`src/design/compat_pkg.sv`:
```
// Purpose: Shared constants and types for the mode switch and compatibility mover.
// Assumes: Single processor clock; storage answers on the same clock.
// Notes:   Character codes and cause codes are plain defaults, easily changed here.
package compat_pkg;

  // Local storage mask bytes.
  localparam logic [7:0]  MASK_HIGH_OFFSET  = 8'h9c;
  localparam logic [7:0]  MASK_LOW_OFFSET   = 8'h9d;
  localparam logic [7:0]  MASK_RESET        = 8'h00;

  // Selectable switch causes, in mask bit order from the high byte down.
  localparam logic [3:0]  CAUSE_INVALID_OP  = 4'h0;
  localparam logic [3:0]  CAUSE_HALT_OP     = 4'h1;
  localparam logic [3:0]  CAUSE_ERROR_STOP  = 4'h2;
  localparam logic [3:0]  CAUSE_INVALID_IO  = 4'h3;
  localparam logic [3:0]  CAUSE_CONSOLE_OP  = 4'h4;
  localparam logic [3:0]  CAUSE_PRINTER_OP  = 4'h5;
  localparam logic [3:0]  CAUSE_READER_OP   = 4'h6;
  localparam logic [3:0]  CAUSE_TAPE_OP     = 4'h7;
  localparam logic [3:0]  CAUSE_FILE_OP     = 4'h8;
  localparam int          NUM_CAUSES        = 9;
  localparam int          MASK_MSB          = 15;
  // Code stored in the old status word is this base plus the cause index.
  localparam logic [7:0]  CAUSE_CODE_BASE   = 8'h10;

  // Old status word layout: bits 24-31 in big-endian numbering sit at [39:32].
  localparam int          PSW_CODE_LSB      = 32;
  localparam int          PSW_ADDR_LSB      = 0;

  localparam int          ADDR_WIDTH        = 24;
  localparam int          CNT_WIDTH         = 16;
  localparam int          EMU_ADDR_WIDTH    = 16;

  localparam logic [7:0]  GROUP_MARK_CHAR   = 8'h7f;
  localparam logic [7:0]  WORD_SEP_CHAR     = 8'h5f;
  localparam logic [CNT_WIDTH-1:0]  CNT_ZERO = 16'h0000;
  localparam logic [ADDR_WIDTH-1:0] ADDR_ONE = 24'h000001;
  localparam logic [CNT_WIDTH-1:0]  CNT_ONE  = 16'h0001;

  // Condition code after a move or load.
  localparam logic [1:0]  CC_COUNT          = 2'h0;
  localparam logic [1:0]  CC_GROUP_MARK_WITH_WORD_MARK           = 2'h1;

  typedef enum logic [1:0] {
    OP_MOVE_TO,
    OP_MOVE_FROM,
    OP_LOAD_TO,
    OP_LOAD_FROM
  } move_op_type;

endpackage : compat_pkg

```
`src/design/switch_if.sv`:
```
// Purpose: Carries the trap decision between the mover top and the decider.
// Assumes: Purely combinational exchange on one clock.
// Notes:   None.
`timescale 1ns/1ps
interface switch_if;
  logic [15:0] mask;
  logic [3:0]  cause;
  logic        hit;
  logic [7:0]  code;
  modport top    (output mask, output cause, input hit, input code);
  modport decide (input mask, input cause, output hit, output code);
endinterface : switch_if

```
`src/design/mode_switch_compat_mover.sv`:
```
// Purpose: Mode switching between emulation and native mode, plus the four
//          storage-to-storage move and load operations.
// Assumes: All inputs come from logic on ref_clk; storage holds req until ack.
// Notes:   Emulated storage characters carry a word mark bit beside the data.
`timescale 1ns/1ps

// Operation
// - Mask bytes 9C and 9D gate switching
// - Nine selectable causes switch modes
// - Switch is supervisor call, status words swapped
// - Cause code into old status bits 24-31
// - Store instruction address except error stops
// - Back up emulated registers at switch
// - Only mode set instruction returns to emulation
// - Move-to uses source, destination, 16-bit count
// - Move-to keeps destination word marks untouched
// - Each byte bumps addresses, drops count
// - Zero count ends move-to, group mark written
// - Destination group mark word mark ends move-to
// - Destination one past end, loaded into B
// - Move-from stops on source group mark word mark
// - Load-to clears written destination word marks
// - Load-to separator skips, marks next character
// - Load-to ends like move-to, B gets destination
// - Load-from word mark emits separator first
// - Load-from stops on source group mark word mark
module mode_switch_compat_mover
  import compat_pkg::*;
(
  input  wire logic                      ref_clk,
  input  wire logic                      rst,
  // Local storage byte access for the mask.
  input  wire logic                      ls_we,
  input  wire logic                      ls_re,
  input  wire logic [7:0]                ls_addr,
  input  wire logic [7:0]                ls_wdata,
  output logic      [7:0]                ls_rdata_r,
  // Emulation traps and the mode set instruction.
  input  wire logic                      trap_event,
  input  wire logic [3:0]                trap_cause,
  input  wire logic                      trap_error_noaddr,
  input  wire logic [EMU_ADDR_WIDTH-1:0] emu_instr_addr,
  input  wire logic [EMU_ADDR_WIDTH-1:0] emu_a_in,
  input  wire logic [EMU_ADDR_WIDTH-1:0] emu_b_in,
  input  wire logic [63:0]               cur_psw,
  input  wire logic                      mode_set_instr,
  output logic                           emu_mode_r,
  output logic                           psw_swap_r,
  output logic      [63:0]               old_psw_r,
  output logic                           local_trap_r,
  output logic                           backup_we_r,
  output logic      [EMU_ADDR_WIDTH-1:0] backup_a_r,
  output logic      [EMU_ADDR_WIDTH-1:0] backup_b_r,
  // Move and load command from the native program.
  input  wire logic                      op_start,
  input  move_op_type                    op_kind,
  input  wire logic [ADDR_WIDTH-1:0]     op_src,
  input  wire logic [ADDR_WIDTH-1:0]     op_dst,
  input  wire logic [CNT_WIDTH-1:0]      op_count,
  output logic                           op_busy_r,
  output logic                           op_done_r,
  output logic      [1:0]                op_cc_r,
  output logic      [ADDR_WIDTH-1:0]     src_reg_r,
  output logic      [ADDR_WIDTH-1:0]     dst_reg_r,
  output logic      [CNT_WIDTH-1:0]      cnt_reg_r,
  output logic                           b_load_r,
  output logic      [ADDR_WIDTH-1:0]     b_value_r,
  // Main storage port.
  output logic                           mem_req_r,
  output logic                           mem_we_r,
  output logic      [ADDR_WIDTH-1:0]     mem_addr_r,
  output logic      [7:0]                mem_wdata_r,
  output logic                           mem_wm_we_r,
  output logic                           mem_wm_r,
  input  wire logic                      mem_ack,
  input  wire logic [7:0]                mem_rdata,
  input  wire logic                      mem_rwm
);

  typedef enum logic [2:0] {
    ST_IDLE,
    ST_CHECK,
    ST_RD_DST,
    ST_RD_SRC,
    ST_WR_DAT,
    ST_WR_SEP,
    ST_WR_GM,
    ST_FINISH
  } mover_state_type;

  mover_state_type state_r;
  move_op_type     kind_r;
  logic [7:0]      mask_high_r;
  logic [7:0]      mask_low_r;
  logic            pend_wm_r;
  logic            sep_done_r;
  logic            to_op;
  logic            is_group_mark_with_word_mark;

  switch_if sw ();

  switch_decider u_decider (
    .sw (sw.decide)
  );

  assign sw.mask  = {mask_high_r, mask_low_r};
  assign sw.cause = trap_cause;

  assign to_op   = (kind_r == OP_MOVE_TO) || (kind_r == OP_LOAD_TO);
  assign is_group_mark_with_word_mark = mem_rwm && (mem_rdata == GROUP_MARK_CHAR);

  // Mask bytes live at their local storage offsets; other offsets read zero.
  always_ff @(posedge ref_clk or posedge rst) begin
    if (rst) begin
      mask_high_r <= MASK_RESET;
      mask_low_r  <= MASK_RESET;
      ls_rdata_r  <= 8'h00;
    end else begin
      if (ls_we && ls_addr == MASK_HIGH_OFFSET) begin
        mask_high_r <= ls_wdata;
      end
      if (ls_we && ls_addr == MASK_LOW_OFFSET) begin
        mask_low_r <= ls_wdata;
      end
      if (ls_re) begin
        unique case (ls_addr)
          MASK_HIGH_OFFSET: ls_rdata_r <= mask_high_r;
          MASK_LOW_OFFSET:  ls_rdata_r <= mask_low_r;
          default:          ls_rdata_r <= 8'h00;
        endcase
      end
    end
  end

  // Mode flag and the switch into native mode. Traps outside emulation mode
  // are ignored, and a mode set in emulation mode has nothing to do.
  always_ff @(posedge ref_clk or posedge rst) begin
    if (rst) begin
      emu_mode_r   <= 1'b0;
      psw_swap_r   <= 1'b0;
      old_psw_r    <= 64'h0;
      local_trap_r <= 1'b0;
      backup_we_r  <= 1'b0;
      backup_a_r   <= '0;
      backup_b_r   <= '0;
    end else begin
      psw_swap_r   <= 1'b0;
      local_trap_r <= 1'b0;
      backup_we_r  <= 1'b0;
      if (emu_mode_r && trap_event) begin
        if (sw.hit) begin
          emu_mode_r <= 1'b0;
          psw_swap_r <= 1'b1;
          old_psw_r  <= cur_psw;
          old_psw_r[PSW_CODE_LSB +: 8] <= sw.code;
          if (!trap_error_noaddr) begin
            old_psw_r[PSW_ADDR_LSB +: ADDR_WIDTH] <=
              {{(ADDR_WIDTH-EMU_ADDR_WIDTH){1'b0}}, emu_instr_addr};
          end
          backup_we_r <= 1'b1;
          backup_a_r  <= emu_a_in;
          backup_b_r  <= emu_b_in;
        end else begin
          local_trap_r <= 1'b1;
        end
      end else if (!emu_mode_r && mode_set_instr) begin
        emu_mode_r <= 1'b1;
      end
    end
  end

  // Byte mover. Each character costs a storage read, or two for the
  // operations that must look at the destination first; that adds a third
  // storage access per character to the to-operations but keeps one simple storage port.
  always_ff @(posedge ref_clk or posedge rst) begin
    if (rst) begin
      state_r     <= ST_IDLE;
      kind_r      <= OP_MOVE_TO;
      pend_wm_r   <= 1'b0;
      sep_done_r  <= 1'b0;
      op_busy_r   <= 1'b0;
      op_done_r   <= 1'b0;
      op_cc_r     <= CC_COUNT;
      src_reg_r   <= '0;
      dst_reg_r   <= '0;
      cnt_reg_r   <= '0;
      b_load_r    <= 1'b0;
      b_value_r   <= '0;
      mem_req_r   <= 1'b0;
      mem_we_r    <= 1'b0;
      mem_addr_r  <= '0;
      mem_wdata_r <= 8'h00;
      mem_wm_we_r <= 1'b0;
      mem_wm_r    <= 1'b0;
    end else begin
      op_done_r <= 1'b0;
      b_load_r  <= 1'b0;
      unique case (state_r)
        ST_IDLE: begin
          if (op_start && !emu_mode_r) begin
            kind_r     <= op_kind;
            src_reg_r  <= op_src;
            dst_reg_r  <= op_dst;
            cnt_reg_r  <= op_count;
            pend_wm_r  <= 1'b0;
            sep_done_r <= 1'b0;
            op_busy_r  <= 1'b1;
            state_r    <= ST_CHECK;
          end
        end
        ST_CHECK: begin
          if (cnt_reg_r == CNT_ZERO) begin
            if (to_op) begin
              mem_req_r   <= 1'b1;
              mem_we_r    <= 1'b1;
              mem_addr_r  <= dst_reg_r;
              mem_wdata_r <= GROUP_MARK_CHAR;
              mem_wm_we_r <= (kind_r == OP_LOAD_TO);
              mem_wm_r    <= 1'b0;
              state_r     <= ST_WR_GM;
            end else begin
              op_cc_r <= CC_COUNT;
              state_r <= ST_FINISH;
            end
          end else begin
            mem_req_r   <= 1'b1;
            mem_we_r    <= 1'b0;
            mem_wm_we_r <= 1'b0;
            mem_addr_r  <= to_op ? dst_reg_r : src_reg_r;
            state_r     <= to_op ? ST_RD_DST : ST_RD_SRC;
          end
        end
        ST_RD_DST: begin
          if (mem_ack) begin
            if (is_group_mark_with_word_mark) begin
              mem_req_r <= 1'b0;
              dst_reg_r <= dst_reg_r + ADDR_ONE;
              b_value_r <= dst_reg_r + ADDR_ONE;
              b_load_r  <= 1'b1;
              op_cc_r   <= CC_GROUP_MARK_WITH_WORD_MARK;
              state_r   <= ST_FINISH;
            end else begin
              mem_addr_r <= src_reg_r;
              state_r    <= ST_RD_SRC;
            end
          end
        end
        ST_RD_SRC: begin
          if (mem_ack) begin
            mem_req_r <= 1'b0;
            if (!to_op && is_group_mark_with_word_mark) begin
              src_reg_r <= src_reg_r + ADDR_ONE;
              b_value_r <= src_reg_r + ADDR_ONE;
              b_load_r  <= 1'b1;
              op_cc_r   <= CC_GROUP_MARK_WITH_WORD_MARK;
              state_r   <= ST_FINISH;
            end else if (kind_r == OP_LOAD_TO && mem_rdata == WORD_SEP_CHAR) begin
              cnt_reg_r <= cnt_reg_r - CNT_ONE;
              src_reg_r <= src_reg_r + ADDR_ONE;
              pend_wm_r <= 1'b1;
              state_r   <= ST_CHECK;
            end else if (kind_r == OP_LOAD_FROM && mem_rwm && !sep_done_r) begin
              mem_req_r   <= 1'b1;
              mem_we_r    <= 1'b1;
              mem_addr_r  <= dst_reg_r;
              mem_wdata_r <= WORD_SEP_CHAR;
              mem_wm_we_r <= 1'b0;
              sep_done_r  <= 1'b1;
              state_r     <= ST_WR_SEP;
            end else begin
              mem_req_r   <= 1'b1;
              mem_we_r    <= 1'b1;
              mem_addr_r  <= dst_reg_r;
              mem_wdata_r <= mem_rdata;
              mem_wm_we_r <= (kind_r == OP_LOAD_TO);
              mem_wm_r    <= pend_wm_r;
              state_r     <= ST_WR_DAT;
            end
          end
        end
        ST_WR_DAT: begin
          if (mem_ack) begin
            mem_req_r  <= 1'b0;
            src_reg_r  <= src_reg_r + ADDR_ONE;
            dst_reg_r  <= dst_reg_r + ADDR_ONE;
            cnt_reg_r  <= cnt_reg_r - CNT_ONE;
            pend_wm_r  <= 1'b0;
            sep_done_r <= 1'b0;
            state_r    <= ST_CHECK;
          end
        end
        ST_WR_SEP: begin
          // The source stays put so that the marked character follows.
          if (mem_ack) begin
            mem_req_r <= 1'b0;
            dst_reg_r <= dst_reg_r + ADDR_ONE;
            cnt_reg_r <= cnt_reg_r - CNT_ONE;
            state_r   <= ST_CHECK;
          end
        end
        ST_WR_GM: begin
          if (mem_ack) begin
            mem_req_r <= 1'b0;
            dst_reg_r <= dst_reg_r + ADDR_ONE;
            b_value_r <= dst_reg_r + ADDR_ONE;
            b_load_r  <= 1'b1;
            op_cc_r   <= CC_COUNT;
            state_r   <= ST_FINISH;
          end
        end
        ST_FINISH: begin
          mem_we_r    <= 1'b0;
          mem_wm_we_r <= 1'b0;
          op_busy_r   <= 1'b0;
          op_done_r   <= 1'b1;
          state_r     <= ST_IDLE;
        end
      endcase
    end
  end

endmodule : mode_switch_compat_mover

```
`src/design/switch_decider.sv`:
```
// Purpose: Decides whether an emulation trap switches mode, and its cause code.
// Assumes: Cause index is stable in the cycle the trap is presented.
// Notes:   An out-of-range cause never switches.
`timescale 1ns/1ps
module switch_decider
  import compat_pkg::*;
(
  switch_if.decide sw
);

  logic [NUM_CAUSES-1:0] enabled;

  // Cause i is enabled by mask bit 15-i, so the high byte holds the first eight.
  genvar i;
  generate
    for (i = 0; i < NUM_CAUSES; i++) begin : g_cause
      assign enabled[i] = sw.mask[MASK_MSB - i];
    end
  endgenerate

  assign sw.hit  = (int'(sw.cause) < NUM_CAUSES) ? enabled[sw.cause] : 1'b0;
  assign sw.code = CAUSE_CODE_BASE + {4'h0, sw.cause};

endmodule : switch_decider

```
`config.mk`:
```
export PLATFORM = sky130hd
export DESIGN_NAME = mode_switch_compat_mover
export DESIGN_NICKNAME = d
export VERILOG_FILES = /design/src/design/compat_pkg.sv /design/src/design/switch_if.sv /design/src/design/mode_switch_compat_mover.sv /design/src/design/switch_decider.sv
export SDC_FILE = /design/constraint.sdc
export NUM_CORES = 1
export LEC_CHECK = 0
export CAP_MARGIN = 20
export CELL_PAD_IN_SITES_DETAIL_PLACEMENT = 2
export CELL_PAD_IN_SITES_GLOBAL_PLACEMENT = 2
export CORE_MARGIN = 4
export CORE_UTILIZATION = 39
export DETAILED_ROUTE_END_ITERATION = 8
export DONT_BUFFER_PORTS = 1
export GPL_TIMING_DRIVEN = 0
export MAX_ROUTING_LAYER = met4
export PLACE_DENSITY_LB_ADDON = 0.2
export RECOVER_POWER = 100
export SLEW_MARGIN = 20
export SYNTH_ARGS = -nofsm -noshare
export SYNTH_HDL_FRONTEND = slang
export SYNTH_SLANG_ARGS = --single-unit
```
`constraint.sdc`:
```
create_clock -name ref_clk -period 8.79 [get_ports ref_clk]
set_input_delay 0.879 -clock ref_clk [delete_from_list [all_inputs] [get_ports ref_clk]]
set_output_delay 0.879 -clock ref_clk [all_outputs]
set_load 0.05 [all_outputs]
```
==> flow_metrics.env <==
export IMPL_status="complete, but fails checks"
export IMPL_violations="capacitance limit, slew limit"
export IMPL_cts_clk_slew_worst_paths_ns=0.07
export IMPL_synth_edf_count=0
export IMPL_firstDrtPassIters=5
export IMPL_cts_setup_buffers=0
export IMPL_hpwl_um=43400
export IMPL_cts_buffers=30
export IMPL_place_ws_ns=5.34
export IMPL_start_kind="flip-flop"
export IMPL_critPathKind="flip-flop to flip-flop"
export IMPL_portBuffers=0
export IMPL_via_per_inst=6.22
export IMPL_drtIter0Drc=642
export IMPL_tritoncts="done"
export IMPL_syn_instance_count=1364
export IMPL_cp_max_fo=9
export IMPL_hold_viol=0
export IMPL_cap_viol_max_count=3
export IMPL_nets=1621
export IMPL_finalWorstSetupSlack_ns=4.79
export IMPL_reg2reg_depth=6
export IMPL_wl_um=56800
export IMPL_r2r_slack_ns=4.79
export IMPL_dpl_cell_area_mm2=0.0145
export IMPL_maxSlewHeadroom=-1.15
export IMPL_wire_per_inst_um=30.1
export IMPL_cts_hold_buf=0
export IMPL_postSynthAreaPerCell_um2=10.1
export IMPL_yosysTopAreaCell="dfrtp_1"
export IMPL_coreArea_mm2=0.0347
export IMPL_grt_overflow=0
export IMPL_startpoint="src_reg_r[0]"
export IMPL_grt_setup_unrepaired="no"
export IMPL_synthDistinctLibCells=78
export IMPL_dieHeight_um=196
export IMPL_ys_ff_latch=255
export IMPL_regToRegStartpoint="src_reg_r[0]"
export IMPL_slew_viol_final=72
export IMPL_min_path_type="input port to flip-flop"
export IMPL_cts_buffer_depth=3
export IMPL_ant_nets=0
export IMPL_h_tree_depth=1
export IMPL_cts_root_buf="clkbuf_16"
export IMPL_grt_pass1_wl_um=85000
export IMPL_fin_area_mm2=0.0152
export IMPL_grt_total_usage=0.293
export IMPL_cts_repair_resize_count=0
export IMPL_cp_required_ns=9.24
export IMPL_antenna_found_initial=4
export IMPL_die_area_mm2=0.0385
export IMPL_cts_sinks=255
export IMPL_end_kind="flip-flop"
export IMPL_grt_max_degree=107
export IMPL_start_util=0.398
export IMPL_ir_worst_vdd_v=0.000184
export IMPL_drc=0
export IMPL_layout_area_overhead_vs_synth_pct=10.5
export IMPL_chipWidth_um=196
export IMPL_num_rows=68
export IMPL_grt_pass1_vias=13000
export IMPL_synth_warning_count=0
export IMPL_fmax_mhz=250
export IMPL_vias=11700
export IMPL_fin_skew_ns=0.0194
export IMPL_num_io_pins=453
export IMPL_synthesis_area_mm2=0.0138
export IMPL_report_final_setup_viol=0
export IMPL_drive_gt1_frac=0.134
export IMPL_gp_congestion=0.873
export IMPL_synthArstFlopShare=1.00
export IMPL_leakagePower_nw=6.33
export IMPL_synth_area_leaders="dfrtp_1, mux2_2, mux2_4"
export IMPL_ys_flop_type="dfrtp_1"
export IMPL_period_share=0.455
export IMPL_worstMarginPinSlew_ns=3.21
export IMPL_cellPowerDensity_mw_per_mm2=469
export IMPL_rr_endpoint="b_value_r[22]"
export IMPL_netlist_area_leader_share=0.462
export IMPL_min_period_ns=4.00
export IMPL_clk_latency_ns=0.59
export IMPL_synth_seq_area_share=0.462
export IMPL_endpoint="b_value_r[22]"
export IMPL_cp_arrival_ns=4.45
[state kept, by name, indices dropped and copies added, names as in the netlist, 2 cells and up]
register / cells
state_r: 3
b_value_r: 24
src_reg_r: 24
mask_high_r: 8
mem_addr_r: 24
backup_a_r: 16
cnt_reg_r: 16
old_psw_r: 61
backup_b_r: 16
ls_rdata_r: 8
mask_low_r: 8
dst_reg_r: 24
kind_r: 2
mem_wdata_r: 8
[per-layer routing]
metal / part of all wire / GRT usage
met2: 0.51 / 0.496
met5: 0 / -
met3: 0.077 / 0.0787
met1: 0.40 / 0.353
met4: 0.020 / 0.0654
[logic make-up after synthesis]
logic type	count (synthesis)	synth area share
other	1	0.000272
buffers and inverters	157	0.0506
XOR/XNOR	27	0.0171
adder cells (fa/ha/maj)	3	0.00272
flip-flops	255	0.462
AND/OR/NAND/NOR	396	0.142
multiplexers	171	0.152
AO/OA/AOI/OAI	354	0.174
[placed cells by master, fill, tap and decap left out, types with 8 or more instances in the layout]
cell type  Yosys  layout
mux2i_1       21      21
buf_1         11       8
xnor2_1       17      17
a22oi_1       17      17
dfrtp_1      255     255
nand4_1       17      17
o31ai_1       14      13
clkinv_2       0       8
mux2_1         0      45
a31oi_1       22      22
or3_1          9       9
o21a_1        15      15
o22a_1        14      14
nor4_1        15      14
nand3_1       50      50
o211ai_1      29      29
nor2_1        91      91
a21oi_1       77      78
o22ai_1        9       9
nor3_1        45      46
clkbuf_16      0      30
o21ai_0       66      68
buf_2         21      10
clkbuf_1      77     104
inv_1         33      32
mux2_2       102      99
o2111ai_1     25      25
xor2_1        10      10
nand2_1      114     114
[through the flow]
stage	setup TNS [ns]	hold slack [ns]	std cells	utilization	total power [mW]
6_report	0	0.412	1883	0.439	7.16
3_5_place_dp	0	0.496	1825	0.417	5.90
2_1_floorplan	0	0.480	1367	-	4.91
4_1_cts	0	0.172	1879	0.447	7.27
3_3_place_gp	-595.09	0.492	1822	0.414	5.76
5_1_grt	0	0.401	1883	0.439	7.55
[power breakdown]
part / leakage [nW] / total, mW / internal [mW] / switching, mW
combinational: 2.62 / 2.40 / 0.837 / 1.56
clock: 0.515 / 1.34 / 0.794 / 0.545
sequential: 3.19 / 3.42 / 1.55 / 1.88
[cell usage after synthesis, drive strengths merged (15+ instances only)]
cell and instances:
a21oi 78, a22oi 17, a31oi 22, buf 46, clkbuf 77, dfrtp 255
inv 34, mux2 148, mux2i 21, nand2 114, nand3 50, nand4 18
nor2 91, nor3 46, nor4 19, o2111ai 25, o211ai 29, o21a 15
o21ai 69, xnor2 17
[worst min path at each step]
stage	to	cells after the start	startpoint
3_3_place_gp	mask_low_r[2]	1	mask_low_r[2]
4_1_cts	backup_b_r[4]	1	rst
2_1_floorplan	mask_low_r[0]	1	mask_low_r[0]
6_report	kind_r[0]	2	op_kind[0]
5_1_grt	old_psw_r[32]	1	trap_cause[0]
3_5_place_dp	mask_low_r[6]	1	mask_low_r[6]
[cell type report]
class | instances | area (um2)
antenna | 4 | 10.0
buffer | 123 | 489
clock buffer | 38 | 841
clock inverter | 16 | 213
fill | 3685 | 19500
inverter | 34 | 129
multi-input combinational | 955 | 6560
sequential | 255 | 6380
tap | 455 | 569
timing repair buffer | 3 | 58.8
[critical path: stages, from the launching register on]
cell,delay (ns)
dfrtp_1,0.84
ha_1,0.40
nand4_1,0.39
nor4_1,1.39
a31oi_1,0.20
nor3b_1,0.49
o31ai_1,0.16
Power figures use the tool's default switching activity.
